## src/design/revflg_pkg.sv

```systemverilog
// package for the event flag unit: register map, field layout, bus types
// assumes a 32-bit axi4-lite register bus and single-cycle event pulses
package revflg_pkg;

	// ------------------------------------------------------------------
	// register map
	// ------------------------------------------------------------------
	localparam logic [7:0] REVFLG_OFS_ENABLE = 8'h30;
	localparam logic [7:0] REVFLG_OFS_FLAGS  = 8'h34;
	localparam logic [7:0] REVFLG_OFS_CLEAR  = 8'h38;

	// ------------------------------------------------------------------
	// field layout
	// ------------------------------------------------------------------
	localparam int REVFLG_NUM_SRC    = 7;
	localparam int REVFLG_BIT_FIRST  = 0;
	localparam int REVFLG_BIT_SECOND = 1;
	localparam int REVFLG_BIT_WAKEUP = 2;
	localparam int REVFLG_BIT_CAPT   = 3;
	localparam int REVFLG_BIT_OVRUN  = 4;
	localparam int REVFLG_BIT_PERIOD = 6;

	// bit 5 is reserved in all three registers
	localparam logic [6:0] REVFLG_IMPL_MASK = 7'h5F;

	// ------------------------------------------------------------------
	// reset values
	// ------------------------------------------------------------------
	localparam logic [6:0]  REVFLG_RST_ENABLE = 7'h00;
	localparam logic [6:0]  REVFLG_RST_FLAGS  = 7'h00;
	localparam logic [31:0] REVFLG_RST_CLEAR  = 32'h0000007F;

	// ------------------------------------------------------------------
	// bus constants and types
	// ------------------------------------------------------------------
	localparam logic [1:0]  REVFLG_RESP_OKAY   = 2'h0;
	localparam logic [1:0]  REVFLG_RESP_SLVERR = 2'h2;
	localparam logic [31:0] REVFLG_ZERO_WORD   = 32'h00000000;

	typedef struct packed {
		logic first_match_event;
		logic second_match_event;
		logic wakeup_countdown_event;
		logic capture_event;
		logic capture_overrun_event;
		logic periodic_tick_event;
	} revflg_events_t;

	typedef struct packed {
		logic [31:0] data;
		logic [1:0]  resp;
	} revflg_rdata_t;

endpackage : revflg_pkg

```

## src/design/revflg_unit.sv

```systemverilog
// event flag unit: interrupt enables, sticky event flags, flag clear
// assumes timers outside raise one-cycle event pulses on aclk
//
// Implementation choice: the AXI4-Lite register port.
`timescale 1ns/1ps
`default_nettype none

module revflg_unit (
	input  wire logic                   aclk,
	input  wire logic                   aresetn,
	input  wire revflg_pkg::revflg_events_t events,
	input  wire logic [7:0]             s_axi_awaddr,
	input  wire logic [2:0]             s_axi_awprot,
	input  wire logic                   s_axi_awvalid,
	output var  logic                   s_axi_awready,
	input  wire logic [31:0]            s_axi_wdata,
	input  wire logic [3:0]             s_axi_wstrb,
	input  wire logic                   s_axi_wvalid,
	output var  logic                   s_axi_wready,
	output var  logic [1:0]             s_axi_bresp,
	output var  logic                   s_axi_bvalid,
	input  wire logic                   s_axi_bready,
	input  wire logic [7:0]             s_axi_araddr,
	input  wire logic [2:0]             s_axi_arprot,
	input  wire logic                   s_axi_arvalid,
	output var  logic                   s_axi_arready,
	output var  logic [31:0]            s_axi_rdata,
	output var  logic [1:0]             s_axi_rresp,
	output var  logic                   s_axi_rvalid,
	input  wire logic                   s_axi_rready,
	output var  logic                   irq
);

	// ------------------------------------------------------------------
	// state
	// ------------------------------------------------------------------
	logic [6:0]  enable;
	logic [6:0]  flags;
	logic [6:0]  event_vec;
	logic [6:0]  clear_vec;
	logic [6:0]  next_flags;
	logic [6:0]  next_enable;
	logic [7:0]  aw_addr;
	logic        aw_held;
	logic [31:0] w_data;
	logic [3:0]  w_strb;
	logic        w_held;
	logic        do_write;
	logic        wr_enable;
	logic        wr_clear;
	logic        lane0;
	logic        rd_take;
	revflg_pkg::revflg_rdata_t rd_word;

	// ------------------------------------------------------------------
	// event vector in register bit order
	// ------------------------------------------------------------------
	always_comb begin
		event_vec = 7'h00;
		event_vec[revflg_pkg::REVFLG_BIT_FIRST]  =
			events.first_match_event;
		event_vec[revflg_pkg::REVFLG_BIT_SECOND] =
			events.second_match_event;
		event_vec[revflg_pkg::REVFLG_BIT_WAKEUP] =
			events.wakeup_countdown_event;
		event_vec[revflg_pkg::REVFLG_BIT_CAPT]   =
			events.capture_event;
		event_vec[revflg_pkg::REVFLG_BIT_OVRUN]  =
			events.capture_overrun_event;
		event_vec[revflg_pkg::REVFLG_BIT_PERIOD] =
			events.periodic_tick_event;
	end

	// ------------------------------------------------------------------
	// write channel capture: address and data in either order
	// ------------------------------------------------------------------
	always_ff @(posedge aclk) begin
		if (!aresetn) begin
			aw_held <= 1'b0;
			aw_addr <= 8'h00;
		end else if (s_axi_awvalid && s_axi_awready) begin
			aw_held <= 1'b1;
			aw_addr <= s_axi_awaddr;
		end else if (do_write) begin
			aw_held <= 1'b0;
		end
	end

	always_ff @(posedge aclk) begin
		if (!aresetn) begin
			w_held <= 1'b0;
			w_data <= revflg_pkg::REVFLG_ZERO_WORD;
			w_strb <= 4'h0;
		end else if (s_axi_wvalid && s_axi_wready) begin
			w_held <= 1'b1;
			w_data <= s_axi_wdata;
			w_strb <= s_axi_wstrb;
		end else if (do_write) begin
			w_held <= 1'b0;
		end
	end

	// ready is low while a word is held, so each channel takes one item
	always_ff @(posedge aclk) begin
		if (!aresetn) begin
			s_axi_awready <= 1'b0;
			s_axi_wready  <= 1'b0;
		end else begin
			s_axi_awready <= !aw_held && !(s_axi_awvalid && s_axi_awready)
				&& !s_axi_bvalid;
			s_axi_wready  <= !w_held && !(s_axi_wvalid && s_axi_wready)
				&& !s_axi_bvalid;
		end
	end

	assign do_write  = aw_held && w_held && !s_axi_bvalid;
	assign lane0     = w_strb[0];
	assign wr_enable = do_write && lane0
		&& aw_addr == revflg_pkg::REVFLG_OFS_ENABLE;
	assign wr_clear  = do_write && lane0
		&& aw_addr == revflg_pkg::REVFLG_OFS_CLEAR;

	// ------------------------------------------------------------------
	// write response
	// ------------------------------------------------------------------
	always_ff @(posedge aclk) begin
		if (!aresetn) begin
			s_axi_bvalid <= 1'b0;
			s_axi_bresp  <= revflg_pkg::REVFLG_RESP_OKAY;
		end else if (do_write) begin
			s_axi_bvalid <= 1'b1;
			// flag register is read-only, writes to it are ignored
			if (aw_addr == revflg_pkg::REVFLG_OFS_ENABLE
					|| aw_addr == revflg_pkg::REVFLG_OFS_FLAGS
					|| aw_addr == revflg_pkg::REVFLG_OFS_CLEAR)
				s_axi_bresp <= revflg_pkg::REVFLG_RESP_OKAY;
			else
				s_axi_bresp <= revflg_pkg::REVFLG_RESP_SLVERR;
		end else if (s_axi_bready) begin
			s_axi_bvalid <= 1'b0;
		end
	end

	// ------------------------------------------------------------------
	// enable register
	// ------------------------------------------------------------------
	// reserved bit 5 is not stored, so a careless write cannot enable it
	always_comb begin
		next_enable = enable;
		if (wr_enable) begin
			next_enable = w_data[6:0] & revflg_pkg::REVFLG_IMPL_MASK;
		end
	end

	always_ff @(posedge aclk) begin
		if (!aresetn) begin
			enable <= revflg_pkg::REVFLG_RST_ENABLE;
		end else begin
			enable <= next_enable;
		end
	end

	// ------------------------------------------------------------------
	// sticky flags, one per source
	// ------------------------------------------------------------------
	// a zero in a written clear bit clears, a one keeps the flag
	assign clear_vec = wr_clear ? (~w_data[6:0]
		& revflg_pkg::REVFLG_IMPL_MASK) : 7'h00;

	genvar gi;
	generate
		for (gi = 0; gi < revflg_pkg::REVFLG_NUM_SRC; gi++) begin : g_flag
			// set wins over clear so a coincident event is never lost
			assign next_flags[gi] = event_vec[gi]
				|| (flags[gi] && !clear_vec[gi]);
		end
	endgenerate

	always_ff @(posedge aclk) begin
		if (!aresetn) begin
			flags <= revflg_pkg::REVFLG_RST_FLAGS;
		end else begin
			flags <= next_flags & revflg_pkg::REVFLG_IMPL_MASK;
		end
	end

	// ------------------------------------------------------------------
	// interrupt request
	// ------------------------------------------------------------------
	// taken from next values so irq tracks both registers without lag
	always_ff @(posedge aclk) begin
		if (!aresetn) begin
			irq <= 1'b0;
		end else begin
			irq <= |(next_flags & next_enable
				& revflg_pkg::REVFLG_IMPL_MASK);
		end
	end

	// ------------------------------------------------------------------
	// read channel
	// ------------------------------------------------------------------
	assign rd_take = s_axi_arvalid && s_axi_arready;

	always_comb begin
		rd_word.data = revflg_pkg::REVFLG_ZERO_WORD;
		rd_word.resp = revflg_pkg::REVFLG_RESP_OKAY;
		case (s_axi_araddr)
			revflg_pkg::REVFLG_OFS_ENABLE: begin
				rd_word.data[6:0] = enable;
			end
			revflg_pkg::REVFLG_OFS_FLAGS: begin
				rd_word.data[6:0] = flags;
			end
			revflg_pkg::REVFLG_OFS_CLEAR: begin
				rd_word.data = revflg_pkg::REVFLG_RST_CLEAR;
			end
			default: begin
				rd_word.resp = revflg_pkg::REVFLG_RESP_SLVERR;
			end
		endcase
	end

	always_ff @(posedge aclk) begin
		if (!aresetn) begin
			s_axi_arready <= 1'b0;
		end else begin
			s_axi_arready <= !s_axi_rvalid && !rd_take;
		end
	end

	always_ff @(posedge aclk) begin
		if (!aresetn) begin
			s_axi_rvalid <= 1'b0;
			s_axi_rdata  <= revflg_pkg::REVFLG_ZERO_WORD;
			s_axi_rresp  <= revflg_pkg::REVFLG_RESP_OKAY;
		end else if (rd_take) begin
			s_axi_rvalid <= 1'b1;
			s_axi_rdata  <= rd_word.data;
			s_axi_rresp  <= rd_word.resp;
		end else if (s_axi_rready) begin
			s_axi_rvalid <= 1'b0;
		end
	end

endmodule : revflg_unit

`default_nettype wire

```

## config.mk

```make
export PLATFORM = sky130hd
export DESIGN_NAME = revflg_unit
export DESIGN_NICKNAME = d
export VERILOG_FILES = /design/src/design/revflg_pkg.sv /design/src/design/revflg_unit.sv
export SDC_FILE = /design/constraint.sdc
export NUM_CORES = 1
export LEC_CHECK = 0
export BUFFER_PORTS_ARGS = -buffer_cell sky130_fd_sc_hd__buf_2
export CORE_ASPECT_RATIO = 0.6
export CORE_UTILIZATION = 44
export DETAILED_ROUTE_END_ITERATION = 7
export HOLD_SLACK_MARGIN = 0.02
export PLACE_DENSITY = 0.79
export SYNTH_ARGS = -nofsm -noshare
export SYNTH_HDL_FRONTEND = slang
export SYNTH_SLANG_ARGS = --single-unit
```

## constraint.sdc

```tcl
create_clock -name aclk -period 1.96 [get_ports aclk]
set_clock_uncertainty 0.05 [all_clocks]
set_input_delay 0.098 -clock aclk [delete_from_list [all_inputs] [get_ports aclk]]
set_output_delay 0.098 -clock aclk [all_outputs]
set_load 0.05 [all_outputs]
```

==> impl_metrics.toml <==
[worst_setup_path]
r2r_cells = 6
arrival_ns = 1.87
critical_path_class = "register to register"
critPathMaxFanout = 8
r2r_setup_slack_ns = 0.22
end_kind = "register"
worst_ep_required_time_ns = 2.08
start_kind = "register"

[routing]
drt_iter0_drc = 112
wire_per_inst_um = 11.90
first_pass_iters = 4
vias = 1870
antenna_left = 0
drc = 0
viasPerCell = 4.832
routed_wl_um = 4607

[sta]
fin_crit_ns = 1.743
rsz0062_at_grt = "no"
setup_viol = 0
slew_headroom_pct = 59.69
period_share_pct = 88.91
tightest_slew_ns = 0.6047
final-hold-violation-count = 0
maxSlewViolCount = 0
max_freq_mhz = 573.8
tns_ns = 0

[finish]
diodes = 0
drive_gt1_share_pct = 20.49
final_area_sq_um = 2594
final_nets = 397
area_growth_pct = 26.94

[place]
dpl_cell_area_sq_um = 2256
port_buffers = 50
gp_congestion = 0.8436
hpwl_um = 3292

[run_status]
outcome = "finished clean"

[logic_synthesis]
synthDistinctLibCells = 32
synth_top_family_by_area = "compound AO/OA/AOI/OAI gates"
synth_compound_area_share_pct = 20.88
synth-xor-area-share_pct = 0
synth-seq-cells = 44
synthSimpleGateAreaFrac_pct = 19.66
synth.area.mux_share_pct = 2.939
netlist_instances = 251
yosysTopAreaCell = "dfxtp_1"
syn_area_sq_um = 2043
synthAdderAreaFrac_pct = 0
yosysSeqAreaShare_pct = 43.11
synth_area_leaders = "dfxtp_1, a21oi_1, buf_4"
synth_top_area_share_pct = 43.11
ys_warn_count = 0
syn-mean-instance-area_sq_um = 8.140

[clock_network]
cts_resized = 0
cts_hold_buf = 23
cts_sinks = 44
root_buffer = "clkbuf_8"
cts_inserted_buffers = 5
h-tree-depth = 2
post-cts-setup-buffer-count = 0
clockBufferDepth = 2
cts_tree = "yes"
worstSkewPairLatency_ns = 0.29
cts.clk_slew.worst_paths_ns = 0.08

[min_path]
hold_class = "primary input to register"
holdPathStages = 3

[floorplanning]
ioPinCount = 113
die_x_um = 89.98
initial_core_util_pct = 47.75
die_h_um = 54.79
die_area_sq_um = 4929
rows = 18
coreArea_sq_um = 4279

[global_route]
antenna_found_initial = 0
first_global_vias = 1544
grt_usage_pct = 19.61
gr-total-overflow = 0
grt_max_degree = 35
grt_first_pass_wirelength_um = 7279

[job]
cap_violations = 0

[power_and_ir_drop]
leakage_nw = 1.132
peakVddDrop_uv = 344.1
p_per_area_nw_per_um2 = 766.9
synthesized netlist by cell type, drive strengths merged:
library cell / instances
nor2b: 3
nor3: 3
nor4: 1
o21ai: 21
o22ai: 1
buf: 31
nor2: 21
a2111oi: 1
nand2b: 4
nand4: 2
clkbuf: 4
a22o: 6
mux2i: 6
a21oi: 41
nand3b: 1
or2: 1
nor3b: 1
a311oi: 1
and2: 2
o22a: 1
nand2: 41
nor4b: 1
o221ai: 1
nand4bb: 1
and2b: 1
inv: 8
a41oi: 1
dfxtp: 44
conb: 1
critical path, stage by stage (launching register included):
cell and delay (ns):
dfxtp_1 0.32, nand4bb_1 0.27, nor4_4 0.31, buf_4 0.20, nand2_1 0.17, o21ai_0 0.23
a21oi_1 0.09
flip-flops by register name, indices dropped and copies added (netlist names):
signal / count
flags: 6
s_axi_rresp: 1
w_data: 6
s_axi_bvalid: 1
w_held: 1
s_axi_rvalid: 1
enable: 6
w_strb: 1
aw_addr: 8
aw_held: 1
s_axi_wready: 1
irq: 1
s_axi_awready: 1
s_axi_rdata: 7
s_axi_arready: 1
s_axi_bresp: 1
area by class of cell:
class	count	area [sq um]
inverters	8	30.03
flip-flops and latches	44	880.8
multi-input cells	190	989.7
repair buffers	77	510.5
well taps	60	75.07
fillers	408	1685
clock inverters	2	35.03
clock buffers	6	72.57
power breakdown:
| group | switching [mW] | internal, mW |
|---|---|---|
| sequential | 0.0331 | 0.930 |
| clock | 0.298 | 0.378 |
| combinational | 0.246 | 0.104 |
kinds of logic (layout without fill, tap and decap cells):
logic type             after synthesis  after routing
and+or+nand+nor                     83             83
AOI/OAI and AO/OA                   74             74
DFF                                 44             44
buffers and inverters               43             93
muxes                                6              6
other                                1             27
stage by stage:
step / hold WS (ns) / setup slack, ns / utilization [%] / power, mW / std cells
2_1_floorplan: 0.1655 / 0.1389 / - / 1.259 / 277
3_3_place_gp: 0.2916 / 0.2896 / 52.72 / 1.289 / 356
3_5_place_dp: 0.2958 / 0.2471 / 52.72 / 1.296 / 356
4_1_cts: 0.02208 / 0.2435 / 60.61 / 2.002 / 387
5_1_grt: 0.02071 / 0.1269 / 60.61 / 2.079 / 387
6_report: 0.02624 / 0.2173 / 60.61 / 1.989 / 387
layer usage:
metal | global-route usage [%] | up-vias | share of wire, %
li1 | - | 952 | -
met1 | 27.39 | 844 | 50
met2 | 28.72 | 70 | 41
met3 | 5.000 | 4 | 8.1
met4 | 8.871 | 0 | 1.0
met5 | 0 | - | 0
worst paths after layout:
path                              startpoint             to
worst max-delay path              aw_addr[1]       flags[6]
worst min-delay path               events[5]       flags[0]
worst max register to register    aw_addr[1]       flags[6]
worst min register to register  s_axi_rvalid  s_axi_arready
placed cells by master, fill, tap and decap left out, types with 2 or more instances in the layout:
master         count
nand2_1           41
dfxtp_1           44
a22o_1             6
o21ai_0           21
mux2i_1            6
dlygate4sd3_1     23
conb_1            27
nand2b_1           4
and2_1             2
a21oi_1           41
clkbuf_8           5
buf_4              4
nand4_1            2
nor3_1             3
nor2_1            21
inv_1              7
buf_2             50
nor2b_1            3
(Power assumes the default switching activity.)
